<file path="config.mk">
export PLATFORM = sky130hd
export DESIGN_NAME = mic_top
export DESIGN_NICKNAME = d
export VERILOG_FILES = /design/src/mic_pkg.sv /design/src/mic_top.sv
export SDC_FILE = /design/constraint.sdc
export NUM_CORES = 1
export LEC_CHECK = 0
export ABC_AREA = 1
export BUFFER_PORTS_ARGS = -buffer_cell sky130_fd_sc_hd__buf_2
export CAP_MARGIN = 10
export CORE_MARGIN = 2
export CORE_UTILIZATION = 38
export DETAILED_ROUTE_END_ITERATION = 7
export GPL_TIMING_DRIVEN = 0
export REMOVE_ABC_BUFFERS = 1
export SLEW_MARGIN = 25
export SYNTH_ARGS = -nofsm -noshare
export SYNTH_HDL_FRONTEND = slang
export SYNTH_SLANG_ARGS = --single-unit
</file>
<file path="constraint.sdc">
create_clock -name aclk -period 16.5 [get_ports aclk]
set_input_delay 3.3 -clock aclk [delete_from_list [all_inputs] [get_ports aclk]]
set_output_delay 3.3 -clock aclk [all_outputs]
set_load 0.1 [all_outputs]
</file>
<file path="src/mic_pkg.sv">
// constants and carrier types for the maskable interrupt control block
package mic_pkg;

  localparam int NSRC = 8;                 // peripheral sources handled here

  // axi4-lite register byte offsets and response codes
  localparam logic [7:0] OFF_PFLAG  = 8'h00; // processor flag word
  localparam logic [7:0] OFF_HSP    = 8'h04; // handler stack pointer
  localparam logic [7:0] OFF_USRSP  = 8'h08; // user stack pointer
  localparam logic [7:0] OFF_VTB    = 8'h0c; // vector table base
  localparam logic [7:0] OFF_STATUS = 8'h10; // sequencer state, last accept
  localparam logic [7:0] OFF_INFO   = 8'h14; // interrupt information (00000h)
  localparam logic [7:0] OFF_SRC0   = 8'h20; // source i at OFF_SRC0 + 4*i
  localparam logic [1:0] RESP_OKAY  = 2'h0;
  localparam logic [1:0] RESP_SLV   = 2'h2;

  // processor flag word fields
  localparam int PF_BANK = 4;
  localparam int PF_DSTEP = 5;
  localparam int PF_GIE = 6;
  localparam int PF_USEL = 7;
  localparam int PF_PPL_LO = 12;
  localparam int PF_HI_LO = 12;            // upper four flag bits stacked
  localparam logic [15:0] PFLAG_RST = 16'h0000;

  // source register fields: level in [2:0], pending in [3]
  localparam int SRC_PEND = 3;

  // levels
  localparam logic [2:0] LVL_OFF = 3'h0;
  localparam logic [2:0] LVL_MAX = 3'h7;

  // trap numbers that keep the stack-select flag
  localparam logic [5:0] TRAP_KEEP_LO = 6'h20;

  // fixed vectors of special sources, information address and stack step sizes
  localparam logic [19:0] VEC_WDT_OSC = 20'hffff0;
  localparam logic [19:0] VEC_NMI     = 20'hffff8;
  localparam logic [19:0] INFO_ADDR   = 20'h00000;
  localparam logic [19:0] WORD_BYTES  = 20'h00002;
  localparam logic [19:0] FRAME_BYTES = 20'h00004;
  localparam logic [19:0] ONE_BYTE    = 20'h00001;

  typedef enum logic [3:0] {
    ST_IDLE  = 4'b0000,
    ST_INFO  = 4'b0001,
    ST_FLAGS = 4'b0010,
    ST_W1    = 4'b0011,
    ST_W1B   = 4'b0100,
    ST_W2    = 4'b0101,
    ST_W2B   = 4'b0110,
    ST_PPL   = 4'b0111,
    ST_VEC0  = 4'b1000,
    ST_VEC1  = 4'b1001,
    ST_VEC2  = 4'b1010
  } mic_state_t;

  typedef enum logic [1:0] {
    KIND_MASK = 2'b00,
    KIND_NMI  = 2'b01,
    KIND_WDT  = 2'b10,
    KIND_TRAP = 2'b11
  } mic_kind_t;

  // stack write port towards memory
  typedef struct packed {
    logic        wr;
    logic        byte_en;   // 1: single byte in data[7:0]
    logic [19:0] addr;
    logic [15:0] data;
  } mic_stack_wr_t;

  // all state of the block
  typedef struct packed {
    mic_state_t          st;
    logic [NSRC-1:0]     pend;
    logic [NSRC*3-1:0]   lvl;
    logic [15:0]         pflag;
    logic [15:0]         tmp;
    logic [19:0]         hsp;
    logic [19:0]         usr_sp;
    logic [19:0]         vtb;
    logic [19:0]         sp_work;
    logic [19:0]         pc_save;
    logic [5:0]          num;
    logic [2:0]          acc_lvl;
    mic_kind_t           kind;
    logic [$clog2(NSRC)-1:0] acc_idx;
    logic                sp_user;
    logic                nmi_p;
    logic                wdt_p;
    logic                osc_p;
    logic [15:0]         vec_lo;
    mic_stack_wr_t       sw;
    logic                vec_rd;
    logic [19:0]         vec_addr;
    logic                pc_ld;
    logic [19:0]         pc_new;
    logic                suspend;
    logic                awready;
    logic                wready;
    logic                bvalid;
    logic [1:0]          bresp;
    logic                arready;
    logic                rvalid;
    logic [1:0]          rresp;
    logic [31:0]         rdata;
  } mic_regs_t;

endpackage

</file>
<file path="src/mic_top.sv">
// maskable interrupt acceptance, entry sequence and register slave
//
// Added by the designer: the placing of the registers and the AXI4-Lite slave port.
`timescale 1ns/1ps
`default_nettype none

module mic_top
  import mic_pkg::*;
#(
  parameter bit         LOW_NUM_FIRST = 1'b1,  // equal-level tie-break
  parameter logic [5:0] SRC_NUM_BASE  = 6'h15  // number of source 0
) (
  // clock and reset
  input  wire logic                 aclk,
  input  wire logic                 aresetn,
  // axi4-lite write address and data
  input  wire logic                 s_axi_awvalid,
  output logic                      s_axi_awready,
  input  wire logic [7:0]           s_axi_awaddr,
  input  wire logic                 s_axi_wvalid,
  output logic                      s_axi_wready,
  input  wire logic [31:0]          s_axi_wdata,
  input  wire logic [3:0]           s_axi_wstrb,
  // axi4-lite write response
  output logic                      s_axi_bvalid,
  input  wire logic                 s_axi_bready,
  output logic [1:0]                s_axi_bresp,
  // axi4-lite read
  input  wire logic                 s_axi_arvalid,
  output logic                      s_axi_arready,
  input  wire logic [7:0]           s_axi_araddr,
  output logic                      s_axi_rvalid,
  input  wire logic                 s_axi_rready,
  output logic [31:0]               s_axi_rdata,
  output logic [1:0]                s_axi_rresp,
  // request sources, one-cycle pulses
  input  wire logic [NSRC-1:0]      src_req,
  input  wire logic                 nmi_req,
  input  wire logic                 wdt_req,
  input  wire logic                 osc_req,
  // core sequencing
  input  wire logic                 inst_done,
  input  wire logic                 rep_busy,
  input  wire logic                 trap_req,
  input  wire logic [5:0]           trap_num,
  input  wire logic [19:0]          cur_pc,
  input  wire logic                 ret_req,
  input  wire logic [15:0]          ret_flags,
  // memory side
  output mic_pkg::mic_stack_wr_t    stack_wr,
  output logic                      vec_rd,
  output logic [19:0]               vec_addr,
  input  wire logic [15:0]          vec_rdata,
  // results towards the core
  output logic                      pc_load,
  output logic [19:0]               pc_new,
  output logic                      core_suspend,
  output logic                      seq_busy,
  output logic [15:0]               pflag_out
);

  import mic_pkg::*;

  localparam int IW = $clog2(NSRC);

  mic_regs_t r_r;
  mic_regs_t r_nxt;

  // arbitration result, recomputed from registered state each cycle
  logic          win_ok;
  logic [IW-1:0] win_idx;
  logic [2:0]    win_lvl;
  logic [2:0]    ppl;

  assign ppl = r_r.pflag[PF_PPL_LO +: 3];

  // highest eligible maskable source, tie rank by parameter
  always_comb begin
    logic [2:0] l;
    l = LVL_OFF;
    win_ok = 1'b0;
    win_idx = '0;
    win_lvl = LVL_OFF;
    for (int i = 0; i < NSRC; i++) begin
      l = r_r.lvl[3*i +: 3];
      // level 0 and levels not above ppl drop out
      if (r_r.pend[i] && l != LVL_OFF && l > ppl) begin
        if (!win_ok || l > win_lvl || (l == win_lvl && !LOW_NUM_FIRST)) begin
          win_ok = 1'b1;
          win_idx = IW'(i);
          win_lvl = l;
        end
      end
    end
  end

  // next-state logic for the whole block
  always_comb begin
    logic          sample;
    logic          mask_go;
    logic          aw_go;
    logic          ar_go;
    logic [7:0]    idx_off;
    logic [IW:0]   sidx;
    logic [15:0]   word1;
    logic [19:0]   sp_sel;
    logic [NSRC-1:0] clr;
    logic [31:0]   rd;
    logic          rd_err;
    sample = 1'b0;
    mask_go = 1'b0;
    aw_go = 1'b0;
    ar_go = 1'b0;
    idx_off = 8'h00;
    sidx = '0;
    word1 = 16'h0000;
    sp_sel = 20'h00000;
    clr = '0;
    rd = 32'h0000_0000;
    rd_err = 1'b0;
    r_nxt = r_r;
    r_nxt.sw.wr = 1'b0;
    r_nxt.vec_rd = 1'b0;
    r_nxt.pc_ld = 1'b0;
    r_nxt.suspend = 1'b0;

    // special pending flags; hardware events, no software clear
    if (nmi_req) r_nxt.nmi_p = 1'b1;
    if (wdt_req) r_nxt.wdt_p = 1'b1;
    if (osc_req) r_nxt.osc_p = 1'b1;

    // sampling at instruction end or inside an interruptible repeat
    sample = (r_r.st == ST_IDLE) && (inst_done || rep_busy);
    mask_go = win_ok && r_r.pflag[PF_GIE];

    if (sample) begin
      // specials beat traps beat maskable
      if (r_r.nmi_p || r_r.wdt_p || r_r.osc_p) begin
        r_nxt.kind = r_r.nmi_p ? KIND_NMI : KIND_WDT;
        r_nxt.acc_lvl = LVL_MAX;
        r_nxt.num = 6'h00;
        if (r_r.nmi_p) r_nxt.nmi_p = nmi_req;
        else if (r_r.wdt_p) r_nxt.wdt_p = wdt_req;
        else r_nxt.osc_p = osc_req;
        r_nxt.st = ST_FLAGS;
      end else if (trap_req && inst_done) begin
        r_nxt.kind = KIND_TRAP;                // level left as is
        r_nxt.acc_lvl = ppl;
        r_nxt.num = trap_num;
        r_nxt.st = ST_FLAGS;
      end else if (mask_go) begin
        r_nxt.kind = KIND_MASK;
        r_nxt.acc_idx = win_idx;
        r_nxt.acc_lvl = win_lvl;
        r_nxt.num = SRC_NUM_BASE + 6'(win_idx);
        r_nxt.st = ST_INFO;
      end
      if (r_nxt.st != ST_IDLE) begin
        r_nxt.pc_save = cur_pc;
        r_nxt.suspend = rep_busy && !inst_done;
      end
    end

    // stack choice fixed in the flags step, first word built
    sp_sel = r_r.sp_user ? r_r.usr_sp : r_r.hsp;
    word1 = {r_r.pc_save[19:16], r_r.tmp[15:PF_HI_LO], r_r.tmp[7:0]};

    case (r_r.st)
      ST_IDLE: begin
      end
      ST_INFO: begin
        clr[r_r.acc_idx] = 1'b1;
        r_nxt.st = ST_FLAGS;
      end
      ST_FLAGS: begin
        r_nxt.tmp = r_r.pflag;
        r_nxt.pflag[PF_GIE] = 1'b0;
        r_nxt.pflag[PF_DSTEP] = 1'b0;
        if (r_r.kind == KIND_TRAP && r_r.num >= TRAP_KEEP_LO) begin
          r_nxt.sp_user = r_r.pflag[PF_USEL];
        end else begin
          r_nxt.pflag[PF_USEL] = 1'b0;
          r_nxt.sp_user = 1'b0;
        end
        r_nxt.st = ST_W1;
      end
      ST_W1: begin
        r_nxt.sw.wr = 1'b1;
        r_nxt.sp_work = sp_sel;
        if (sp_sel[0]) begin                   // odd: two bytes
          r_nxt.sw.byte_en = 1'b1;
          r_nxt.sw.addr = sp_sel - ONE_BYTE;
          r_nxt.sw.data = {8'h00, word1[15:8]};
          r_nxt.st = ST_W1B;
        end else begin
          r_nxt.sw.byte_en = 1'b0;
          r_nxt.sw.addr = sp_sel - WORD_BYTES;
          r_nxt.sw.data = word1;
          r_nxt.st = ST_W2;
        end
      end
      ST_W1B: begin
        r_nxt.sw.wr = 1'b1;
        r_nxt.sw.addr = r_r.sp_work - WORD_BYTES;
        r_nxt.sw.data = {8'h00, word1[7:0]};
        r_nxt.st = ST_W2;
      end
      ST_W2: begin
        r_nxt.sw.wr = 1'b1;
        r_nxt.sw.addr = r_r.sp_work - WORD_BYTES - (r_r.sp_work[0] ?
                        ONE_BYTE : WORD_BYTES);
        r_nxt.sw.data = r_r.sp_work[0] ? {8'h00, r_r.pc_save[15:8]} :
                        r_r.pc_save[15:0];
        r_nxt.st = r_r.sp_work[0] ? ST_W2B : ST_PPL;
      end
      ST_W2B: begin
        r_nxt.sw.wr = 1'b1;
        r_nxt.sw.addr = r_r.sp_work - FRAME_BYTES;
        r_nxt.sw.data = {8'h00, r_r.pc_save[7:0]};
        r_nxt.st = ST_PPL;
      end
      ST_PPL: begin
        r_nxt.pflag[PF_PPL_LO +: 3] = r_r.acc_lvl;
        if (r_r.sp_user) r_nxt.usr_sp = r_r.sp_work - FRAME_BYTES;
        else r_nxt.hsp = r_r.sp_work - FRAME_BYTES;
        r_nxt.vec_rd = 1'b1;
        case (r_r.kind)
          KIND_NMI: r_nxt.vec_addr = VEC_NMI;
          KIND_WDT: r_nxt.vec_addr = VEC_WDT_OSC;
          default:  r_nxt.vec_addr = r_r.vtb + {12'h000, r_r.num, 2'b00};
        endcase
        r_nxt.st = ST_VEC0;
      end
      ST_VEC0: begin
        r_nxt.vec_rd = 1'b1;                   // upper half of entry
        r_nxt.vec_addr = r_r.vec_addr + WORD_BYTES;
        r_nxt.st = ST_VEC1;
      end
      ST_VEC1: begin
        r_nxt.vec_lo = vec_rdata;
        r_nxt.st = ST_VEC2;
      end
      ST_VEC2: begin
        r_nxt.pc_ld = 1'b1;
        r_nxt.pc_new = {vec_rdata[3:0], r_r.vec_lo};
        r_nxt.st = ST_IDLE;
      end
      default: r_nxt.st = ST_IDLE;
    endcase

    // return restores flags, level and bank
    if (ret_req && r_r.st == ST_IDLE) begin
      r_nxt.pflag = ret_flags;
      if (r_r.pflag[PF_USEL]) r_nxt.usr_sp = r_r.usr_sp + FRAME_BYTES;
      else r_nxt.hsp = r_r.hsp + FRAME_BYTES;
    end

    // axi write: both channels taken on one edge
    aw_go = r_r.awready && s_axi_awvalid && s_axi_wvalid;
    if (!r_r.awready && !r_r.bvalid && s_axi_awvalid && s_axi_wvalid) begin
      r_nxt.awready = 1'b1;
      r_nxt.wready = 1'b1;
    end
    if (aw_go) begin
      r_nxt.awready = 1'b0;
      r_nxt.wready = 1'b0;
      r_nxt.bvalid = 1'b1;
      r_nxt.bresp = RESP_OKAY;
      idx_off = s_axi_awaddr - OFF_SRC0;
      sidx = (IW + 1)'(idx_off[7:2]);
      if (s_axi_awaddr == OFF_PFLAG) begin
        if (s_axi_wstrb[0]) r_nxt.pflag[7:0] = s_axi_wdata[7:0];
        if (s_axi_wstrb[1]) r_nxt.pflag[15:8] = s_axi_wdata[15:8];
      end else if (s_axi_awaddr == OFF_HSP && s_axi_wstrb[0]) begin
        r_nxt.hsp = s_axi_wdata[19:0];
      end else if (s_axi_awaddr == OFF_USRSP && s_axi_wstrb[0]) begin
        r_nxt.usr_sp = s_axi_wdata[19:0];
      end else if (s_axi_awaddr == OFF_VTB && s_axi_wstrb[0]) begin
        r_nxt.vtb = s_axi_wdata[19:0];
      end else if (s_axi_awaddr >= OFF_SRC0 && s_axi_awaddr[1:0] == 2'b00
                   && idx_off[7:2] < 6'(NSRC)) begin
        if (s_axi_wstrb[0]) begin
          // level alone; pending only cleared by 0
          r_nxt.lvl[3*sidx[IW-1:0] +: 3] = s_axi_wdata[2:0];
          if (!s_axi_wdata[SRC_PEND]) clr[sidx[IW-1:0]] = 1'b1;
        end
      end else if (s_axi_awaddr != OFF_STATUS
                   && s_axi_awaddr != OFF_INFO) begin
        r_nxt.bresp = RESP_SLV;
      end
    end
    if (r_r.bvalid && s_axi_bready) r_nxt.bvalid = 1'b0;

    // axi read
    ar_go = r_r.arready && s_axi_arvalid;
    if (!r_r.arready && !r_r.rvalid && s_axi_arvalid) r_nxt.arready = 1'b1;
    if (ar_go) begin
      r_nxt.arready = 1'b0;
      idx_off = s_axi_araddr - OFF_SRC0;
      sidx = (IW + 1)'(idx_off[7:2]);
      case (s_axi_araddr)
        OFF_PFLAG:  rd = {16'h0000, r_r.pflag};
        OFF_HSP:    rd = {12'h000, r_r.hsp};
        OFF_USRSP:  rd = {12'h000, r_r.usr_sp};
        OFF_VTB:    rd = {12'h000, r_r.vtb};
        OFF_STATUS: rd = {16'h0000, r_r.acc_lvl, r_r.num, r_r.kind,
                          r_r.nmi_p | r_r.wdt_p | r_r.osc_p, r_r.st};
        OFF_INFO: begin
          // information read clears the winner
          rd = {16'h0000, 4'h0, win_ok, win_lvl,
                2'b00, SRC_NUM_BASE + 6'(win_idx)};
          if (win_ok) clr[win_idx] = 1'b1;
        end
        default: begin
          if (s_axi_araddr >= OFF_SRC0 && s_axi_araddr[1:0] == 2'b00
              && idx_off[7:2] < 6'(NSRC)) begin
            rd = {28'h0000000, r_r.pend[sidx[IW-1:0]],
                  r_r.lvl[3*sidx[IW-1:0] +: 3]};
          end else begin
            rd_err = 1'b1;
          end
        end
      endcase
      r_nxt.rvalid = 1'b1;
      r_nxt.rdata = rd;
      r_nxt.rresp = rd_err ? RESP_SLV : RESP_OKAY;
    end
    if (r_r.rvalid && s_axi_rready) r_nxt.rvalid = 1'b0;

    // pending flags: a new request wins over any clear
    r_nxt.pend = (r_r.pend & ~clr) | src_req;
  end

  // single state register
  always_ff @(posedge aclk) begin
    if (!aresetn) begin
      r_r <= '0;
      r_r.st <= ST_IDLE;
      r_r.kind <= KIND_MASK;
      r_r.pflag <= PFLAG_RST;
    end else begin
      r_r <= r_nxt;
    end
  end

  // outputs come straight from the state register
  assign s_axi_awready = r_r.awready;
  assign s_axi_wready  = r_r.wready;
  assign s_axi_bvalid  = r_r.bvalid;
  assign s_axi_bresp   = r_r.bresp;
  assign s_axi_arready = r_r.arready;
  assign s_axi_rvalid  = r_r.rvalid;
  assign s_axi_rdata   = r_r.rdata;
  assign s_axi_rresp   = r_r.rresp;
  assign stack_wr      = r_r.sw;
  assign vec_rd        = r_r.vec_rd;
  assign vec_addr      = r_r.vec_addr;
  assign pc_load       = r_r.pc_ld;
  assign pc_new        = r_r.pc_new;
  assign core_suspend  = r_r.suspend;
  assign seq_busy      = (r_r.st != ST_IDLE);
  assign pflag_out     = r_r.pflag;

endmodule

`default_nettype wire

</file>
### Word level (Yosys, flattened, before mapping)

Cells that the tools add are included.
Widths: inputs -> output; s select.

| storage, ports and cells | value |
|---|---|
| word-level logic and storage cells | 341 |
| output and inout port bits | 139 |
| input bits | 132 |
| flip-flop bits (word level) | 323 |

| cells by class | value |
|---|---|
| mux-type cells | 128 |
| bitwise gates (word level) | 14 |
| shifts and indexed selects | 3 |
| magnitude comparators | 27 |
| add/sub/neg operators | 13 |
| reduce and logical (&&, ||, !) cells | 95 |
| multiply operators | 2 |
| equal/unequal tests | 24 |

Operator list:

| cell | number |
|---|---|
| $mux 20 | 9 |
| $pmux 36 s4 | 1 |
| $mux 40 | 3 |
| $mux 60 | 2 |
| $pmux 20 s6 | 1 |
| $mux 8 | 14 |
| $mux 3 | 32 |
| $mux 16 | 4 |
| $gt 3x3->1 | 15 |
| $logic_and 1x1->1 | 43 |
| $pmux 21 s2 | 1 |
| $add 20x3->20 const B | 2 |
| $pmux 20 s2 | 1 |
| $pmux 4 s10 | 1 |
| $sub 20x2->20 const B | 2 |
| $mux 37 | 1 |
| $neg 5->34 | 1 |
| $shift 3x34->24 const A | 1 |
| $shiftx 3x34->24 | 1 |
| $mux 1 | 33 |
| $eq 8x4->1 const B | 4 |
| $reduce_bool 3->1 | 9 |
| $bwmux 24 | 1 |
| $mux 4 | 6 |
| 50 further kinds | 118 |

### Longest topological paths before layout

Gate-level depths: netlist of the first run.

| logic depth | value |
|---|---|
| depth in word-level cells | 43 |
| gate-level depth with buffers | 76 |
| depth with buffers taken out | 76 |

### Worst setup path before layout of the first run

No wires, ideal clock.

| path | value |
|---|---|
| kind | reg2reg |
| from | reg r_r (netlist bit pflag_out[14]) |
| to | reg r_r (netlist bit s_axi_rdata[1]) |
| period minus slack after synthesis | 8.813 ns |
| arrival time | 8.681 ns |
| buffers on the path | 0 |
| data required time | 16.368 ns |
| stages on the path, launching flop included | 77 |
| setup time | 0.132 ns |
| path slack | 7.687 ns |
| path through | dfxtp_1 -> inv_1 -> ha_1 -> nand3_1 -> nand2_1 -> nor2_1 -> nand2_2 -> nor2_1 -> inv_1 -> ha_1 -> a21oi_1 -> nand2_1 -> nand2_1 -> nand3_1 -> nand2_1 -> nand2_1 -> nand2_1 -> inv_1 -> [41 not listed] -> nand2_1 -> nand2_1 -> ha_1 -> a21oi_1 -> o21ai_0 -> nand2_1 -> nand2_1 -> nand2_1 -> nand2_1 -> inv_1 -> nand2_1 -> ha_1 -> nand2_1 -> o21ai_0 -> a31oi_1 -> o2111ai_1 -> nand2_1 -> a21oi_1 |

| between the ends | value |
|---|---|
| longest elaborated chain between the ends | 33 |
| elaborated cells between the ends (all ways) | 79 |
| classes of those cells | add/sub (1); order compare (15); mux (41); reduce/logical (22) |

Ends and longest elaborated chain:

| what | line | RTL |
|---|---|---|
| from (decl) | mic_top.sv:66 | `mic_regs_t r_r;` |
| from (signal assigned) | mic_top.sv:342 | `r_r <= r_nxt;` |
| $gt 3x3->1 | mic_top.sv:87 | `if (r_r.pend[i] && l != LVL_OFF && l > ppl) begin` |
| $logic_and 1x1->1 | mic_top.sv:87 |  |
| $mux 3 / $mux 1 (equally long branches) | mic_top.sv:87 |  |
| $gt 3x3->1 / $logic_not 1->1 (equally long branches) | mic_top.sv:88 | `if (!win_ok \|\| l > win_lvl \|\| (l == win_lvl && !LOW_NUM_FIRST)) begin` |
| $logic_or 1x1->1 | mic_top.sv:88 |  |
| $mux 3 / $mux 1 (equally long branches) | mic_top.sv:88 |  |
| $mux 3 / $mux 1 (equally long branches) | mic_top.sv:87 |  |
| $gt 3x3->1 / $logic_not 1->1 (equally long branches) | mic_top.sv:88 |  |
| [18 not listed] | -- |  |
| $mux 3 / $mux 1 (equally long branches) | mic_top.sv:87 |  |
| $gt 3x3->1 / $logic_not 1->1 (equally long branches) | mic_top.sv:88 |  |
| $logic_or 1x1->1 | mic_top.sv:88 |  |
| $mux 3 | mic_top.sv:88 |  |
| $mux 3 (*) | mic_top.sv:87 |  |
| named net win_idx[1] | mic_top.sv:71 | `logic [IW-1:0] win_idx;` |
| $add 5x3->6 (*) | mic_top.sv:311 | `2'b00, SRC_NUM_BASE + 6'(win_idx)};` |
| $pmux 20 s6 (*) | mic_top.sv:301 | `case (s_axi_araddr)` |

The timed path passes the listed nets; every way through them passes the cells marked *.
A chain may end at the register's enable or synchronous reset.

### Worst setup path in the final report of the first run

| path | value |
|---|---|
| from | reg r_r (netlist bit pflag_out[13]) |
| to | reg r_r (netlist bit s_axi_rdata[1]) |

The elaborated chain is that of the path after synthesis.

==> metrics.md, run 1 <==
| Metric | Value |
|---|---|
| Run status | `finished clean` |
| Total vias in the final route | `roughly 20k` |
| Hold violation count in the final report | `0` |
| Leakage power total | `about 9.6 nW` |
| Library cell used as clock root buffer | `sky130_fd_sc_hd__clkbuf_16` |
| Clock period minus worst slack | `between 10 and 15 ns` |
| Vias per Instance | `5.57` |
| Share of synthesized area occupied by flip-flops and latches | `0.311` |
| Inserted Clock Buffers | `38` |
| Async set-reset flop share out of synthesis | `0` |
| Violation count after the first detailed-route iteration | `2059` |
| Met1 Use GR | `0.350` |
| Number of gates resized after CTS | `0` |
| Final setup violation count | `0` |
| First-pass DRT Iterations | `5` |
| Fmax | `a little under 90 MHz` |
| Largest buffer count on any clock path | `3` |
| PwrDens | `137 mW/mm2` |
| Peak-usage layer in the global routing report | `met2` |
| Latest clock arrival within the worst-skew pair | `about 0.57 ns` |
| Post-synth design cell area | `0.0196 mm2` |
| Post-Layout Cell Count | `3672` |
| Die Outline Area | `0.0533 mm2` |
| Level count of the clock H-tree | `2` |
| Peak ir drop on the vdd network | `0.0000740 V` |
| Largest net degree at the start of global routing | `between 100 and 150` |
| Gate count after technology mapping | `2902` |
| Number of max-cap violations | `0` |
| Number of enable-type register cells in the synthesized netlist | `0` |
| Count of nets left with antenna violations after detail routing | `0` |
| Synthesized area per cell | `6.74 um2` |
| Cell taking the most area after synthesis | `sky130_fd_sc_hd__dfxtp_1` |
| CP Data Arrival Time | `between 10 and 15 ns` |
| M2 GR Usage | `0.434` |
| Commonest cells in the synthesized netlist | `414 x sky130_fd_sc_hd__nand2_1, 348 x sky130_fd_sc_hd__o21ai_0, 337 x sky130_fd_sc_hd__nor2_1, 330 x sky130_fd_sc_hd__inv_1, 304 x sky130_fd_sc_hd__dfxtp_1` |
| Signed area change from the synthesized netlist to the final layout | `11.0%` |
| Count of state elements after synthesis | `304` |
| HPWL Detailed | `56.3 mm` |
| Hold-fix buffer count after cts | `0` |
| Required time at the endpoint of the critical path | `around 17 ns` |
| Last weighted congestion value of the routability-driven placer | `roughly 0.98` |
| Total global routing overflow | `0` |
| Delay of the slowest critical-path stage | `0.65 ns` |
| Largest clock skew in the final design | `0.0180 ns` |
| Remaining design rule violation count | `0` |
| Worst rel slew slack | `0.302` |
| Launching element type of the critical path | `register` |
| Count of synthesis-stage warnings from yosys | `0` |
| Most common cell in the netlist | `sky130_fd_sc_hd__nand2_1` |
| Final net count | `approximately 3.2k` |
| Main flop type after synthesis | `sky130_fd_sc_hd__dfxtp_1` |
| Type of element capturing the critical path | `register` |
| Biggest area contributors in the synthesized netlist | `sky130_fd_sc_hd__dfxtp_1 31%, sky130_fd_sc_hd__o21ai_0 8.9%, sky130_fd_sc_hd__nand2_1 7.9%, sky130_fd_sc_hd__nor2_1 6.5%, sky130_fd_sc_hd__inv_1 6.3%` |
| Ratio of cells with drive above 1 in the final layout | `0.133` |
| RSZ-0062 raised after global routing | `no` |
| Clock edge transition at the registers on the reported setup and hold paths | `0.05 ns` |
| Part of the cycle the worst path needs | `0.679` |
| Total global routing track utilization | `0.268` |
| Type of the tightest min-delay check | `reg2reg` |
| Met3 usage in global routing | `0.0405` |
| Setup tns final | `0 ns` |
| Site row count | `83` |
| Core Area | `0.0511 mm2` |
| Placed Instances | `about 3.6k` |
| Most prevalent standard cell on the critical path | `sky130_fd_sc_hd__nand2_1` |
| Crit Path Class | `reg2reg` |
| Worst hold slack after final layout | `0.454 ns` |
| Post-CTS setup buffers | `0` |
| Antenna cells | `0` |
| Antenna violations before repair | `2` |
| Die Span X | `231 um` |
| First-pass GRT wire length | `111 mm` |
| Sum of routed wire length over all layers | `around 74 mm` |
| Critical-path maximum fanout | `11` |
| CP max stage cell | `sky130_fd_sc_hd__inv_1` |
| Actual slew at the worst max-slew pin | `1.04 ns` |
| Max-slew violation count | `0` |
| Initial cell density of the core | `0.383` |
| Total power consumption of the routed design | `just under 3 mW` |
| Distinct cell type count after synthesis | `65` |
| I/O pin count | `~270` |
| Sink count of the clock tree | `a little over 300` |
| Fill count | `5415` |
| Vertical die dimension | `about 230 um` |
| Routed length per instance | `20.1 um` |
| Fraction of synthesized cell area taken by the top area cell type | `0.311` |
| CTS tree | `built` |
| Via count of the first global-routing pass | `19.0k` |
| Port-buffer cells | `between 200 and 250` |
==> sequential cells by signal, summed over array words and instances, names as in the netlist <==
name / flops
core_suspend: 1
pc_load: 1
pc_new: 20
pflag_out: 16
r_r: 182
s_axi_arready: 1
s_axi_bresp: 1
s_axi_bvalid: 1
s_axi_rdata: 20
s_axi_rresp: 1
s_axi_rvalid: 1
s_axi_wready: 1
stack_wr: 37
vec_addr: 20
vec_rd: 1
==> critical path: cells and delay by family, from the launching register on <==
family,cells,cell delay [ns]
buf+inv,6,1.10
simple gates,46,4.98
flops,1,0.32
compound gates,14,1.84
fa+ha+maj,9,2.85
==> cell type report <==
class / instances / area (um2) / share of cell area
clock buffer: 56 / 1130 / 0.0520
clock inverter: 12 / 159 / 0.00732
inverter: 352 / 1330 / 0.0611
multi-input combinational: 2017 / 10800 / 0.497
sequential: 304 / 6090 / 0.280
tap: 680 / 851 / 0.0392
timing repair buffer: 251 / 1360 / 0.0626
==> routing by layer <==
layer,up-vias,wire (um)
met5,-,13
met4,2,3540
met3,170,5290
met2,979,33600
met1,9514,31400
li1,9803,-
==> final timing paths <==
check | from | depth (start not counted) | slack, ns | to
setup / recovery | pflag_out[13] | 75 | 5.29 | s_axi_rdata[1]
hold / removal | s_axi_rdata[10] | 2 | 0.45 | s_axi_rdata[10]
setup reg to reg | pflag_out[13] | 75 | 5.29 | s_axi_rdata[1]
hold reg to reg | s_axi_rdata[10] | 2 | 0.45 | s_axi_rdata[10]
==> where the power goes <==
part	internal, mW	switching (mW)	leakage [nW]
Combinational	0.292	0.903	6.48
Clock	0.523	0.348	0.631
Sequential	0.824	0.0866	2.47
==> per-stage QoR <==
stage / cell area [um2] / setup WS [ns] / util
2_1_floorplan: 18200 / 6.71 / -
3_3_place_gp: 20200 / 5.39 / 0.396
4_1_cts: 21700 / 5.55 / 0.425
5_1_grt: 21700 / 4.14 / 0.425
3_5_place_dp: 20400 / 5.57 / 0.400
6_report: 21700 / 5.29 / 0.425
==> cells by family after synthesis <==
group / synth area share
xor+xnor: 0.0297
simple gates: 0.230
flops: 0.311
compound gates: 0.240
other cells: 0.000192
fa+ha+maj: 0.0471
buf+inv: 0.142
==> placed cells by master, fill, tap and decap left out, types with 18 or more instances in the layout <==
cell	netlist	layout
sky130_fd_sc_hd__a31oi_1	30	30
sky130_fd_sc_hd__nor3_1	54	52
sky130_fd_sc_hd__clkbuf_16	0	39
sky130_fd_sc_hd__o211ai_1	23	23
sky130_fd_sc_hd__buf_2	9	241
sky130_fd_sc_hd__inv_1	330	328
sky130_fd_sc_hd__o21ai_1	19	18
sky130_fd_sc_hd__a21oi_1	231	231
sky130_fd_sc_hd__nand2_1	414	413
sky130_fd_sc_hd__ha_1	72	72
sky130_fd_sc_hd__o22ai_1	48	48
sky130_fd_sc_hd__nor2_2	17	27
sky130_fd_sc_hd__o21ai_0	348	348
sky130_fd_sc_hd__dfxtp_1	304	303
sky130_fd_sc_hd__nand3_1	142	142
sky130_fd_sc_hd__nor2_1	337	325
sky130_fd_sc_hd__xor2_1	51	51
sky130_fd_sc_hd__nand4_1	28	28
sky130_fd_sc_hd__a211oi_1	30	30
sky130_fd_sc_hd__a221oi_1	20	20
(Power assumes the default switching activity.)
==> run 2: changes to the inputs <==
==> constraint.sdc (replaced) <==
create_clock -name aclk -period 9.9 [get_ports aclk]
set_input_delay 1.98 -clock aclk [delete_from_list [all_inputs] [get_ports aclk]]
set_output_delay 1.98 -clock aclk [all_outputs]
set_load 0.1 [all_outputs]
==> run 2 against run 1 <==
Sequential power up 67%. Clock-buffer cell count unchanged. Sequential share of layout area down 0.38 points. Global-route usage up 0.087 points. Non-clock buffer count up 9. Worst setup slack worse by 4.7 ns. Largest power group unchanged.
==> metrics.md, run 2 (same netlist as run 1, synthesis figures left out) <==
| Metric | Value |
|---|---|
| First-pass GRT wire length | `112 mm (+0.25%)` |
| Part of the cycle the worst path needs | `0.936 (+0.257)` |
| Site row count | `83 (unchanged)` |
| Critical-path maximum fanout | `6 (-5)` |
| Sink count of the clock tree | `304 (unchanged)` |
| Latest clock arrival within the worst-skew pair | `0.57 ns (about the same)` |
| Cell family contributing the most delay on the critical path | `simple AND/OR/NAND/NOR gates` |
| Commonest non-fill, non-tap cell in the layout | `sky130_fd_sc_hd__nand2_1` |
| HPWL Detailed | `56.3 mm (unchanged)` |
| Final design instance area without fill | `0.0221 mm2 (+1.5%)` |
| Die Outline Area | `0.0533 mm2 (unchanged)` |
| Vertical die dimension | `231 um (unchanged)` |
| Max-slew violation count | `0 (unchanged)` |
| Clock period minus worst slack | `9.27 ns (-1.94 ns)` |
| Type of element capturing the critical path | `register` |
| Hold-fix buffer count after cts | `0 (unchanged)` |
| Type of the tightest min-delay check | `reg2reg` |
| Final net count | `3178 (+0.28%)` |
| Inserted Clock Buffers | `38 (unchanged)` |
| Total global routing overflow | `0 (unchanged)` |
| Bufs and invs on worst path | `6 (unchanged)` |
| Crit Path Class | `reg2reg` |
| Run status | `finished clean` |
| Total global routing track utilization | `0.269 (+0.000871)` |
| Instance area at placement | `0.0204 mm2 (unchanged)` |
| Die Span X | `231 um (unchanged)` |
| Via count of the first global-routing pass | `19.1k (+0.15%)` |
| Required time at the endpoint of the critical path | `10.34 ns (-6.60 ns)` |
| PwrDens | `226 mW/mm2 (+65%)` |
| Peak ir drop on the vdd network | `0.000123 V (+66%)` |
| Core Area | `0.0511 mm2 (unchanged)` |
| Fmax | `108 MHz (+21%)` |
| Delay of the slowest critical-path stage | `0.37 ns (-0.28 ns)` |
| Register with the most flip-flops | `r_r` |
| Launching element type of the critical path | `register` |
| Worst rel slew slack | `0.292 (-0.0101)` |
| First-pass DRT Iterations | `6 (+1)` |
| Hold violation count in the final report | `0 (unchanged)` |
| Commonest cells after routing, fill and taps aside | `399 x sky130_fd_sc_hd__nand2_1, 343 x sky130_fd_sc_hd__o21ai_0, 323 x sky130_fd_sc_hd__inv_1` |
| Largest buffer count on any clock path | `3 (unchanged)` |
| Largest net degree at the start of global routing | `114 (unchanged)` |
| Actual slew at the worst max-slew pin | `1.05 ns (+0.00938 ns)` |
| Signed area change from the synthesized netlist to the final layout | `12.7%` |
| Ratio of cells with drive above 1 in the final layout | `0.151 (+0.0176)` |
| Most prevalent standard cell on the critical path | `sky130_fd_sc_hd__nand2_1` |
| Worst hold slack after final layout | `0.452 ns (-0.00232 ns)` |
| Routed length per instance | `20.2 um (+0.48%)` |
| Remaining design rule violation count | `0 (unchanged)` |
| Antenna violations before repair | `2 (unchanged)` |
| CP Data Arrival Time | `9.71 ns (-1.94 ns)` |
| Initial cell density of the core | `0.383 (unchanged)` |
| Port-buffer cells | `242 (unchanged)` |
| Sum of routed wire length over all layers | `74.3 mm (+0.73%)` |
| Total vias in the final route | `20.6k (+0.40%)` |
| CP max stage cell | `sky130_fd_sc_hd__dfxtp_4` |
| Setup tns final | `0 ns (unchanged)` |
| Vias per Instance | `5.58 (+0.16%)` |
| Largest clock skew in the final design | `0.0235 ns (+0.00557 ns)` |
| Max reg flops | `182 (unchanged)` |
| Final setup violation count | `0 (unchanged)` |
| CTS tree | `built` |
| Leakage power total | `9.68 nW (+1.0%)` |
| Number of max-cap violations | `0 (unchanged)` |
| Count of nets left with antenna violations after detail routing | `0 (unchanged)` |
| Level count of the clock H-tree | `2 (unchanged)` |
| Library cell used as clock root buffer | `sky130_fd_sc_hd__clkbuf_16` |
| Clock edge transition at the registers on the reported setup and hold paths | `0.05 ns (about the same)` |
| I/O pin count | `271 (unchanged)` |
| Last weighted congestion value of the routability-driven placer | `0.976 (unchanged)` |
| Total power consumption of the routed design | `4.98 mW (+67%)` |
| Antenna cells | `0 (unchanged)` |
| Violation count after the first detailed-route iteration | `2091 (+1.6%)` |
==> run 2: per-layer routing <==
metal	wire, um	track usage	up-vias
met5	13	0	-
li1	-	-	9821
met3	5510	0.0426	192
met4	3770	0.128	2
met1	31200	0.350	9595
met2	33900	0.434	940
==> run 2: timing repair <==
action	4_1_cts	5_1_grt
cloned	0	0
buffers inserted	2	7
gates resized for setup	21	43
pin swaps	0	7
setup endpoints to repair	25	25
==> run 2: worst paths after layout <==
check,slack (ns),startpoint,endpoint,cells past startpoint
setup / recovery,0.63,pflag_out[14],s_axi_rdata[1],74
hold / removal,0.45,s_axi_rdata[10],s_axi_rdata[10],2
setup reg to reg,0.63,pflag_out[14],s_axi_rdata[1],74
hold reg to reg,0.45,s_axi_rdata[10],s_axi_rdata[10],2
==> run 2: cell type report <==
class	count	area (um2)
Multi-Input combinational cell	2017	11100
Fill cell	5381	29000
Sequential cell	304	6100
Timing Repair Buffer	260	1430
Inverter	352	1330
Clock buffer	56	1130
Clock inverter	12	159
Tap cell	680	851
==> run 2: worst register-to-register path, delay by kind of cell, from the launching register on <==
kind                       cells  cell delay, ns
AOI/OAI and AO/OA             12            1.54
buffers and inverters          6            0.48
adders and majority gates      9            2.48
DFF                            1            0.37
and+or+nand+nor               47            4.30
==> run 2: metrics by stage <==
stage | setup WS [ns] | instances | util
floorplan | 0.105 | 2673 | -
global placement | -0.892 | 3595 | 0.396
detailed placement | -1.03 | 3604 | 0.400
CTS | 0.0418 | 3674 | 0.427
global route | -0.0182 | 3681 | 0.432
finish | 0.633 | 3681 | 0.432
==> run 2: power by group <==
part           internal [mW]  switching, mW
clock                  0.872          0.584
sequential              1.37          0.145
combinational          0.494           1.51
total                   2.74           2.24
